==> src/gpas_pkg.sv <==
// Package of offsets, field positions, reset values and codes for gpas.
package gpas_pkg;

	// ----------------------------------------------------------------
	// Register byte offsets on the AXI4-Lite bus.
	// ----------------------------------------------------------------
	localparam int GPAS_AW = 8;
	localparam logic [7:0] GPAS_OFS_COND = 8'h00;
	localparam logic [7:0] GPAS_OFS_MODE = 8'h04;
	localparam logic [7:0] GPAS_OFS_ADDR = 8'h08;
	localparam logic [7:0] GPAS_OFS_AUX = 8'h0c;
	localparam logic [7:0] GPAS_OFS_LEGA = 8'h10;
	localparam logic [7:0] GPAS_OFS_LEGB = 8'h14;

	// ----------------------------------------------------------------
	// Address mode register fields and reset value.
	// ----------------------------------------------------------------
	localparam int GPAS_MODE_AM_LSB = 0;
	localparam int GPAS_MODE_LON = 2;
	localparam int GPAS_MODE_TON = 3;
	localparam int GPAS_MODE_COMPAT = 4;
	localparam logic [4:0] GPAS_MODE_RST = 5'h00;
	localparam logic [1:0] GPAS_AM_SINGLE = 2'h0;
	localparam logic [1:0] GPAS_AM_EXT_SINGLE = 2'h1;
	localparam logic [1:0] GPAS_AM_DUAL = 2'h2;
	localparam logic [1:0] GPAS_AM_EXT_DUAL = 2'h3;

	// ----------------------------------------------------------------
	// Own address register fields and reset value.
	// ----------------------------------------------------------------
	localparam int GPAS_ADDR_MAJ_LSB = 0;
	localparam int GPAS_ADDR_MIN_LSB = 8;
	localparam logic [4:0] GPAS_ADDR_RST = 5'h00;

	// ----------------------------------------------------------------
	// Auxiliary command bits, each a one-shot on write.
	// ----------------------------------------------------------------
	localparam int GPAS_AUX_LUL = 0;
	localparam int GPAS_AUX_LUT = 1;
	localparam int GPAS_AUX_CHRST = 2;

	// ----------------------------------------------------------------
	// GPIB command codes: two-bit group codes and seven-bit command bytes.
	// ----------------------------------------------------------------
	localparam logic [1:0] GPAS_GRP_LISTEN = 2'h1;
	localparam logic [1:0] GPAS_GRP_TALK = 2'h2;
	localparam logic [6:0] GPAS_CMD_UNL = 7'h3f;
	localparam logic [6:0] GPAS_CMD_UNT = 7'h5f;

	// ----------------------------------------------------------------
	// AXI response codes.
	// ----------------------------------------------------------------
	localparam logic [1:0] GPAS_RESP_OKAY = 2'h0;
	localparam logic [1:0] GPAS_RESP_SLVERR = 2'h2;

endpackage

==> src/gpas_status.sv <==
// Address status register bank of a GPIB interface, AXI4-Lite slave.
//
// The address map and the AXI4-Lite slave port were chosen for this implementation.
`timescale 1ns/1ps
// --------------------------------------------------------------------
// --------------------------------------------------------------------
module gpas_status (
	input wire logic clk_in,
	input wire logic rst_in,
	input wire logic [gpas_pkg::GPAS_AW-1:0] s_axi_awaddr_in,
	input wire logic s_axi_awvalid_in,
	output logic s_axi_awready_out,
	input wire logic [31:0] s_axi_wdata_in,
	input wire logic [3:0] s_axi_wstrb_in,
	input wire logic s_axi_wvalid_in,
	output logic s_axi_wready_out,
	output logic [1:0] s_axi_bresp_out,
	output logic s_axi_bvalid_out,
	input wire logic s_axi_bready_in,
	input wire logic [gpas_pkg::GPAS_AW-1:0] s_axi_araddr_in,
	input wire logic s_axi_arvalid_in,
	output logic s_axi_arready_out,
	output logic [31:0] s_axi_rdata_out,
	output logic [1:0] s_axi_rresp_out,
	output logic s_axi_rvalid_out,
	output logic s_axi_rready_unused_out,
	input wire logic s_axi_rready_in,
	input wire logic atn_in,
	input wire logic ifc_in,
	input wire logic acds_in,
	input wire logic [7:0] cmd_byte_in,
	input wire logic serial_poll_active_in,
	input wire logic serial_poll_mode_in,
	input wire logic host_controlled_in,
	input wire logic lockout_in,
	output logic listener_active_out,
	output logic transmitter_role_active_out
);
	import gpas_pkg::*;

	// ----------------------------------------------------------------
	// State of the block.
	// ----------------------------------------------------------------
	typedef struct packed {
		logic aw_got;
		logic w_got;
		logic [GPAS_AW-1:0] awaddr;
		logic [31:0] wdata;
		logic [3:0] wstrb;
		logic awready;
		logic wready;
		logic bvalid;
		logic [1:0] bresp;
		logic arready;
		logic rvalid;
		logic [31:0] rdata;
		logic [1:0] rresp;
		logic [4:0] mode;
		logic [4:0] maj_addr;
		logic [4:0] min_addr;
		logic listen_primary_addressed;
		logic speaker_primary_addressed;
		logic la;
		logic ta;
		logic major_minor_select;
		logic ulpa;
		logic atn;
		logic spas;
		logic la_out;
		logic ta_out;
	} gpas_state_s;

	gpas_state_s state_reg;
	gpas_state_s state_next;

	logic [6:0] cb;
	logic cmd_ok;
	logic dual;
	logic is_pcg;
	logic listen_grp;
	logic talk_grp;
	logic mla_maj;
	logic mla_min;
	logic mta_maj;
	logic mta_min;
	logic mla;
	logic mta;
	logic [7:0] layout_a;
	logic [7:0] layout_b;
	logic wr_fire;
	logic mode_wr;
	logic aux_wr;

	// ----------------------------------------------------------------
	// Command decode of bytes accepted under ATN.
	// ----------------------------------------------------------------

	// Decode own listen and talk addresses, major and minor.
	always_comb begin
		cb = cmd_byte_in[6:0];
		cmd_ok = acds_in & atn_in;
		dual = (state_reg.mode[GPAS_MODE_AM_LSB +: 2] == GPAS_AM_DUAL) |
			(state_reg.mode[GPAS_MODE_AM_LSB +: 2] == GPAS_AM_EXT_DUAL);
		listen_grp = (cb[6:5] == GPAS_GRP_LISTEN);
		talk_grp = (cb[6:5] == GPAS_GRP_TALK);
		is_pcg = listen_grp | talk_grp;
		mla_maj = listen_grp & (cb != GPAS_CMD_UNL) &
			(cb[4:0] == state_reg.maj_addr);
		mla_min = dual & listen_grp & (cb != GPAS_CMD_UNL) &
			(cb[4:0] == state_reg.min_addr);
		mta_maj = talk_grp & (cb != GPAS_CMD_UNT) &
			(cb[4:0] == state_reg.maj_addr);
		mta_min = dual & talk_grp & (cb != GPAS_CMD_UNT) &
			(cb[4:0] == state_reg.min_addr);
		mla = mla_maj | mla_min;
		mta = mta_maj | mta_min;
	end

	// ----------------------------------------------------------------
	// Read layouts.
	// ----------------------------------------------------------------

	// Build both status byte layouts from the current state and the poll mode, host and lockout inputs.
	always_comb begin
		layout_a[7] = 1'b0;
		layout_a[6] = ~state_reg.atn;
		layout_a[5] = serial_poll_mode_in;
		layout_a[4] = state_reg.listen_primary_addressed;
		layout_a[3] = state_reg.speaker_primary_addressed;
		layout_a[2] = state_reg.la;
		layout_a[1] = state_reg.ta | state_reg.spas;
		layout_a[0] = state_reg.major_minor_select & dual;
		layout_b[7] = host_controlled_in;
		layout_b[6] = lockout_in;
		layout_b[5] = state_reg.atn;
		layout_b[4] = state_reg.listen_primary_addressed;
		layout_b[3] = state_reg.speaker_primary_addressed;
		layout_b[2] = state_reg.la;
		layout_b[1] = state_reg.ta | state_reg.spas;
		layout_b[0] = state_reg.ulpa;
	end

	// ----------------------------------------------------------------
	// Next state.
	// ----------------------------------------------------------------

	// Bus slave, configuration writes and address state tracking.
	always_comb begin
		state_next = state_reg;
		state_next.atn = atn_in;
		state_next.spas = serial_poll_active_in;

		// Write address and data are taken in either order.
		if (s_axi_awvalid_in && state_reg.awready) begin
			state_next.aw_got = 1'b1;
			state_next.awaddr = s_axi_awaddr_in;
		end
		if (s_axi_wvalid_in && state_reg.wready) begin
			state_next.w_got = 1'b1;
			state_next.wdata = s_axi_wdata_in;
			state_next.wstrb = s_axi_wstrb_in;
		end
		wr_fire = state_reg.aw_got & state_reg.w_got & ~state_reg.bvalid;
		mode_wr = wr_fire & (state_reg.awaddr == GPAS_OFS_MODE) &
			state_reg.wstrb[0];
		aux_wr = wr_fire & (state_reg.awaddr == GPAS_OFS_AUX) &
			state_reg.wstrb[0];
		if (wr_fire) begin
			state_next.aw_got = 1'b0;
			state_next.w_got = 1'b0;
			state_next.bvalid = 1'b1;
			state_next.bresp = GPAS_RESP_OKAY;
			case (state_reg.awaddr)
				GPAS_OFS_MODE: begin
					if (state_reg.wstrb[0]) begin
						state_next.mode = state_reg.wdata[4:0];
					end
				end
				GPAS_OFS_ADDR: begin
					if (state_reg.wstrb[0]) begin
						state_next.maj_addr = state_reg.wdata[4:0];
					end
					if (state_reg.wstrb[1]) begin
						state_next.min_addr = state_reg.wdata[12:8];
					end
				end
				GPAS_OFS_AUX, GPAS_OFS_COND, GPAS_OFS_LEGA,
				GPAS_OFS_LEGB: begin
					state_next.bresp = GPAS_RESP_OKAY;
				end
				default: begin
					state_next.bresp = GPAS_RESP_SLVERR;
				end
			endcase
		end
		if (state_reg.bvalid && s_axi_bready_in) begin
			state_next.bvalid = 1'b0;
		end
		state_next.awready = ~state_next.aw_got & ~state_next.bvalid;
		state_next.wready = ~state_next.w_got & ~state_next.bvalid;

		// Read channel answers one cycle after the address is taken.
		if (s_axi_rready_in && state_reg.rvalid) begin
			state_next.rvalid = 1'b0;
		end
		if (s_axi_arvalid_in && state_reg.arready) begin
			state_next.rvalid = 1'b1;
			state_next.rresp = GPAS_RESP_OKAY;
			state_next.rdata = 32'h0000_0000;
			case (s_axi_araddr_in)
				GPAS_OFS_COND: begin
					state_next.rdata[7:0] =
						state_reg.mode[GPAS_MODE_COMPAT] ?
						layout_b : layout_a;
				end
				GPAS_OFS_MODE: begin
					state_next.rdata[4:0] = state_reg.mode;
				end
				GPAS_OFS_ADDR: begin
					state_next.rdata[4:0] = state_reg.maj_addr;
					state_next.rdata[12:8] = state_reg.min_addr;
				end
				GPAS_OFS_AUX: begin
					state_next.rdata = 32'h0000_0000;
				end
				GPAS_OFS_LEGA: begin
					state_next.rdata[7:0] = layout_a;
				end
				GPAS_OFS_LEGB: begin
					state_next.rdata[7:0] = layout_b;
				end
				default: begin
					state_next.rresp = GPAS_RESP_SLVERR;
				end
			endcase
		end
		state_next.arready = ~state_next.rvalid;

		// Clearing events are applied first so that sets win.
		if (cmd_ok && is_pcg && !mla) begin
			state_next.listen_primary_addressed = 1'b0;
		end
		if (cmd_ok && is_pcg && !mta) begin
			state_next.speaker_primary_addressed = 1'b0;
		end
		if ((cmd_ok && cb == GPAS_CMD_UNL) || ifc_in ||
			(aux_wr && state_reg.wdata[GPAS_AUX_LUL])) begin
			state_next.la = 1'b0;
		end
		if ((cmd_ok && talk_grp && !mta) || ifc_in ||
			(aux_wr && state_reg.wdata[GPAS_AUX_LUT])) begin
			state_next.ta = 1'b0;
		end
		if (aux_wr && state_reg.wdata[GPAS_AUX_CHRST]) begin
			// Chip reset clears the address LSB.
			state_next.ulpa = 1'b0;
		end
		if (cmd_ok && (mla || mta)) begin
			state_next.ulpa = cb[0];
		end

		if (mode_wr && state_reg.wdata[GPAS_MODE_TON]) begin
			state_next.ta = 1'b1;
			state_next.la = 1'b0;
		end
		if (mode_wr && state_reg.wdata[GPAS_MODE_LON]) begin
			state_next.la = 1'b1;
			state_next.ta = 1'b0;
		end
		if (cmd_ok && mta) begin
			state_next.speaker_primary_addressed = 1'b1;
			state_next.ta = 1'b1;
			state_next.la = 1'b0;
			state_next.listen_primary_addressed = 1'b0;
			state_next.major_minor_select = mta_min & ~mta_maj;
		end
		if (cmd_ok && mla) begin
			state_next.listen_primary_addressed = 1'b1;
			state_next.la = 1'b1;
			state_next.ta = 1'b0;
			state_next.speaker_primary_addressed = 1'b0;
			state_next.major_minor_select = mla_min & ~mla_maj;
		end
		// Select and single flags keep one function.
		if (!dual) begin
			state_next.major_minor_select = 1'b0;
		end
		state_next.la_out = state_next.la;
		state_next.ta_out = state_next.ta | state_next.spas;
	end

	// ----------------------------------------------------------------
	// State register; reset stands for power-on.
	// ----------------------------------------------------------------

	// Register the state; reset clears every flag except awready, wready and arready, which it sets.
	always_ff @(posedge clk_in) begin
		if (rst_in) begin
			state_reg <= '0;
			state_reg.mode <= GPAS_MODE_RST;
			state_reg.maj_addr <= GPAS_ADDR_RST;
			state_reg.min_addr <= GPAS_ADDR_RST;
			state_reg.awready <= 1'b1;
			state_reg.wready <= 1'b1;
			state_reg.arready <= 1'b1;
		end else begin
			state_reg <= state_next;
		end
	end

	// Outputs straight from state flip-flops.
	assign s_axi_awready_out = state_reg.awready;
	assign s_axi_wready_out = state_reg.wready;
	assign s_axi_bvalid_out = state_reg.bvalid;
	assign s_axi_bresp_out = state_reg.bresp;
	assign s_axi_arready_out = state_reg.arready;
	assign s_axi_rvalid_out = state_reg.rvalid;
	assign s_axi_rdata_out = state_reg.rdata;
	assign s_axi_rresp_out = state_reg.rresp;
	assign s_axi_rready_unused_out = state_reg.atn;
	assign listener_active_out = state_reg.la_out;
	assign transmitter_role_active_out = state_reg.ta_out;

endmodule // gpas_status

==> config.mk <==
export PLATFORM = sky130hd
export DESIGN_NAME = gpas_status
export DESIGN_NICKNAME = d
export VERILOG_FILES = /design/src/gpas_pkg.sv /design/src/gpas_status.sv
export SDC_FILE = /design/constraint.sdc
export NUM_CORES = 1
export LEC_CHECK = 0
export ABC_AREA = 1
export ABC_CLOCK_PERIOD_IN_PS = 1490
export BUFFER_PORTS_ARGS = -buffer_cell sky130_fd_sc_hd__buf_2
export CORE_AREA = 2 2 95 97
export CTS_BUF_LIST = sky130_fd_sc_hd__clkbuf_2 sky130_fd_sc_hd__clkbuf_4 sky130_fd_sc_hd__clkbuf_8
export CTS_CLUSTER_DIAMETER = 60
export DETAILED_ROUTE_END_ITERATION = 8
export DIE_AREA = 0 0 97 99
export PLACE_DENSITY = 0.68
export SETUP_SLACK_MARGIN = 0.2
export SLEW_MARGIN = 20
export SYNTH_ARGS = -nofsm -noshare
export SYNTH_HDL_FRONTEND = slang
export SYNTH_SLANG_ARGS = --single-unit
==> constraint.sdc <==
create_clock -name clk_in -period 1.49 [get_ports clk_in]
set_input_delay 0.2235 -clock clk_in [delete_from_list [all_inputs] [get_ports clk_in]]
set_output_delay 0.2235 -clock clk_in [all_outputs]
set_load 0.02 [all_outputs]
==> metrics.md <==
| Metric | Value |
|---|---|
| Run status | `complete, no violations` |
| Antenna cell count | `0` |
| Combinational family with the most area after synthesis | `simple AND/OR/NAND/NOR gates` |
| Number of violations reported at the end of detailed-routing iteration 0 | `between 90 and 100` |
| Seq cells post-synth | `66` |
| Worst vdd ir | `just under 0.0006 V` |
| DRT antenna net count | `0` |
| Max-capacitance violation count | `0` |
| Post-synthesis instance area | `about 3300 um^2` |
| Detailed Route WL | `~8 mm` |
| Chip Height | `~99 um` |
| Primary FF master, synth | `sky130_fd_sc_hd__dfxtp_1` |
| Critical path data arrival time | `1.66 ns` |
| Compound-gate portion of the synthesized area | `0.146` |
| Cell row count | `34` |
| Fraction of synthesized cell area in xor and xnor cells | `0.00262` |
| RSZ-0062 raised after global routing | `yes` |
| Avg Synthesized Cell Area | `around 6.9 um^2` |
| Switching power | `1150 uW` |
| Number of port buffers | `71` |
| Vias per cell | `4.63` |
| Portion of total power attributed to sequential cells | `0.475` |
| Fraction of final layout cells sized beyond drive strength 1 | `0.326` |
| Largest stage delay, worst path | `between 0.3 and 0.4 ns` |
| Cts hold-fix bufs | `0` |
| Proportion of netlist area held by the largest area contributor | `0.396` |
| Critical Path Stages | `8` |
| Maximum number of pins on one net before global-route repair | `44` |
| Number of flops mapped to enable cells by yosys | `0` |
| Highest Clock Rate | `about 700 MHz` |
| Post-route DRC | `0` |
| Area added between synthesis and finish | `22.7%` |
| Initial antenna violation count | `0` |
| Top-level I/O count | `around 120` |
| Int Power | `between 2000 and 3000 uW` |
| Biggest area consumer among synthesized cells | `sky130_fd_sc_hd__dfxtp_1` |
| Clock period minus final worst setup slack | `around 1.4 ns` |
| Setup crit end kind | `register` |
| First-pass GRT wire length | `12.9 mm` |
| Proportion of power drawn by combinational gates | `0.149` |
| Static Leak | `around 0.0020 uW` |
| Leading cell type in the layout, fill and taps excluded | `sky130_fd_sc_hd__nand2_1` |
| Register-to-Register Path Depth | `8` |
| Class of the worst hold path | `input port to register` |
| Sw Ratio | `0.286` |
| Max-slew violation count | `0` |
| Mux cell area share after synthesis | `0` |
| Largest fanout of any net on the critical path | `8` |
| Critical path launch point type | `register` |
| Worst-case clock buffer depth | `2` |
| Number of buffers and inverters on the critical path | `1` |
| Cell Count Post-Placement | `about 650` |
| Sequential-to-total area share from yosys stat | `0.396` |
| Vias after detailed routing | `3100` |
| Final Wtd Congestion | `between 0.8 and 0.9` |
| Cell family with the largest share of critical-path delay | `simple AND/OR/NAND/NOR gates` |
| Number of flip-flops in the largest register | `40` |
| Clock Skew | `roughly 0.011 ns` |
| Count of mapped cells out of synthesis | `484` |
| CTS tree | `yes` |
| Starting Density | `0.391` |
| Post-synthesis adder-cell area fraction | `0.00749` |
| Post-layout nets | `about 630` |
| Die width | `a little under 100 um` |
| FFs w/ async S/R, synth | `0` |
| Crit path top cell by count | `sky130_fd_sc_hd__nor2_2` |
| Total number of yosys warnings | `0` |
| Area of the placeable core | `8550 um^2` |
| Cells taking the most area after synthesis | `sky130_fd_sc_hd__dfxtp_1 (40%), sky130_fd_sc_hd__nand2_1 (12%), sky130_fd_sc_hd__buf_4 (8.1%)` |
| Clk network pwr share | `0.377` |
| Power Density | `just under 1000 nW/um^2` |
| Final global-route overflow total | `0` |
| Final worst path period share | `0.957` |
| Clock transition time at the flip-flop clock pins of the worst setup and hold paths | `0.07 ns` |
| CTS Root Cell | `sky130_fd_sc_hd__clkbuf_8` |
| Count of different cell masters after synthesis | `31` |
| Final setup violation count | `0` |
| Vias in the first global route | `2840` |
| Placed cell areas | `about 3700 um^2` |
| Ordered cell list for the critical path | `nor2_2 -> nand2_2 -> nor2_4 -> nand3_4 -> nor2_2 -> inv_2 -> o21ai_0 -> a21oi_1` |
| Number of clock sinks | `66` |
| Simple-gate share of the synthesized area | `0.280` |
| Number of buffers created by CTS | `9` |
| Critical path class | `register to register` |
| Final cell area excluding filler cells | `slightly above 4000 um^2` |
| Required time of the critical path | `1.72 ns` |
| Number of detailed-route iterations in the first pass | `4` |
| Critical path's slowest cell | `sky130_fd_sc_hd__dfxtp_2` |
| Hold path depth | `3` |
| Hold Fails Final Rpt | `0` |
| Most frequent cells in the layout | `sky130_fd_sc_hd__nand2_1 (98), sky130_fd_sc_hd__buf_2 (71), sky130_fd_sc_hd__dfxtp_1 (56), sky130_fd_sc_hd__inv_1 (51), sky130_fd_sc_hd__a21oi_1 (44)` |
| Clock Latency Late Sink | `~0.34 ns` |
| Min Hold Slack | `between 0.08 and 0.09 ns` |
| Overall fraction of global-route tracks in use | `0.164` |
| Overall die area | `approximately 9600 um^2` |
| Total number of H-tree levels | `3` |
| Routed wire per std cell | `between 10 and 15 um` |
| Non-filler instance count after layout | `670` |
| HPWL after detailed placement | `~5.7 mm` |
## power by group through the flow
stage | Combinational (uW) | Clock (uW) | Sequential [uW]
final | 597 | 1510 | 1910
after floorplan | 407 | 0 | 1950
after global routing | 668 | 1620 | 1920
after detailed placement | 545 | 0 | 1950
after CTS | 562 | 1540 | 1900
after global placement | 535 | 0 | 1940
## Yosys cell counts (2+ instances only)
| cell | number |
|---|---|
| sky130_fd_sc_hd__o21ai_0 | 38 |
| sky130_fd_sc_hd__ha_1 | 2 |
| sky130_fd_sc_hd__o21ai_1 | 8 |
| sky130_fd_sc_hd__nand2_1 | 105 |
| sky130_fd_sc_hd__clkbuf_1 | 11 |
| sky130_fd_sc_hd__buf_4 | 36 |
| sky130_fd_sc_hd__nor2_1 | 50 |
| sky130_fd_sc_hd__nand4_1 | 5 |
| sky130_fd_sc_hd__inv_1 | 56 |
| sky130_fd_sc_hd__nand3_4 | 2 |
| sky130_fd_sc_hd__nand3_2 | 2 |
| sky130_fd_sc_hd__nand3_1 | 16 |
| sky130_fd_sc_hd__nor4_1 | 2 |
| sky130_fd_sc_hd__or2_2 | 2 |
| sky130_fd_sc_hd__dfxtp_1 | 66 |
| sky130_fd_sc_hd__a21oi_1 | 48 |
| sky130_fd_sc_hd__nand3b_1 | 2 |
| sky130_fd_sc_hd__nor3_4 | 2 |
| sky130_fd_sc_hd__nand2_2 | 5 |
| sky130_fd_sc_hd__nor2_2 | 8 |
| sky130_fd_sc_hd__inv_2 | 8 |
## worst register-to-register path: stages (launching register included)
cell,delay (ns)
sky130_fd_sc_hd__dfxtp_2,0.32
sky130_fd_sc_hd__nor2_2,0.10
sky130_fd_sc_hd__nand2_2,0.10
sky130_fd_sc_hd__nor2_4,0.13
sky130_fd_sc_hd__nand3_4,0.11
sky130_fd_sc_hd__nor2_2,0.26
sky130_fd_sc_hd__inv_2,0.08
sky130_fd_sc_hd__o21ai_0,0.16
sky130_fd_sc_hd__a21oi_1,0.05
## final timing paths
check | start | end | slack, ns
setup / recovery | state_reg[108]$_SDFFE_PP0P_ | state_reg[18]$_SDFFE_PP0P_ | 0.06
hold / removal | serial_poll_active_in | state_reg[2]$_SDFF_PP0_ | 0.08
setup reg to reg | state_reg[108]$_SDFFE_PP0P_ | state_reg[18]$_SDFFE_PP0P_ | 0.06
hold reg to reg | state_reg[81]$_SDFFE_PP0P_ | state_reg[13]$_SDFFE_PP0P_ | 0.44
## per-layer routing
metal / global-route usage / vias up / wire (um)
li1: - / 1618 / -
met1: 0.202 / 1380 / 3480
met2: 0.278 / 93 / 3760
met3: 0.0390 / 9 / 492
met4: 0.0618 / 0 / 87
met5: 0 / - / 0
## cell families (layout without fill, tap and decap cells)
| family | Yosys count | after routing |
|---|---|---|
| AOI/OAI and AO/OA | 96 | 96 |
| xor gates and xnor gates | 1 | 1 |
| adders and majority gates | 2 | 2 |
| buffers and inverters | 113 | 171 |
| DFF | 66 | 66 |
| other | 1 | 21 |
| and+or+nand+nor | 205 | 205 |
## what timing repair did
item	CTS	global route
endpoints found under the setup margin	18	34
setup buffers	4	6
resized for setup	4	47
pin swaps	1	24
## metrics by stage
stage                     utilization  setup slack (ns)  setup TNS [ns]  power (uW)
final                           0.479            0.0643               0        4020
after global routing            0.479           -0.0765          -0.264        4210
after CTS                       0.458            0.0920               0        4010
after detailed placement        0.430            0.0790               0        2490
after global placement          0.430             0.108               0        2480
after floorplan                     -             0.210               0        2360
## cell type report
type                            instances  area [um^2]
Clock inverter                          5         55.1
Fill cell                             915         4450
Timing Repair Buffer                   91          534
Tap cell                              108          135
Clock buffer                           10          138
Inverter                               65          244
Multi-Input combinational cell        325         1660
Sequential cell                        66         1340
No activity file was read; power rests on OpenSTA's default activity.
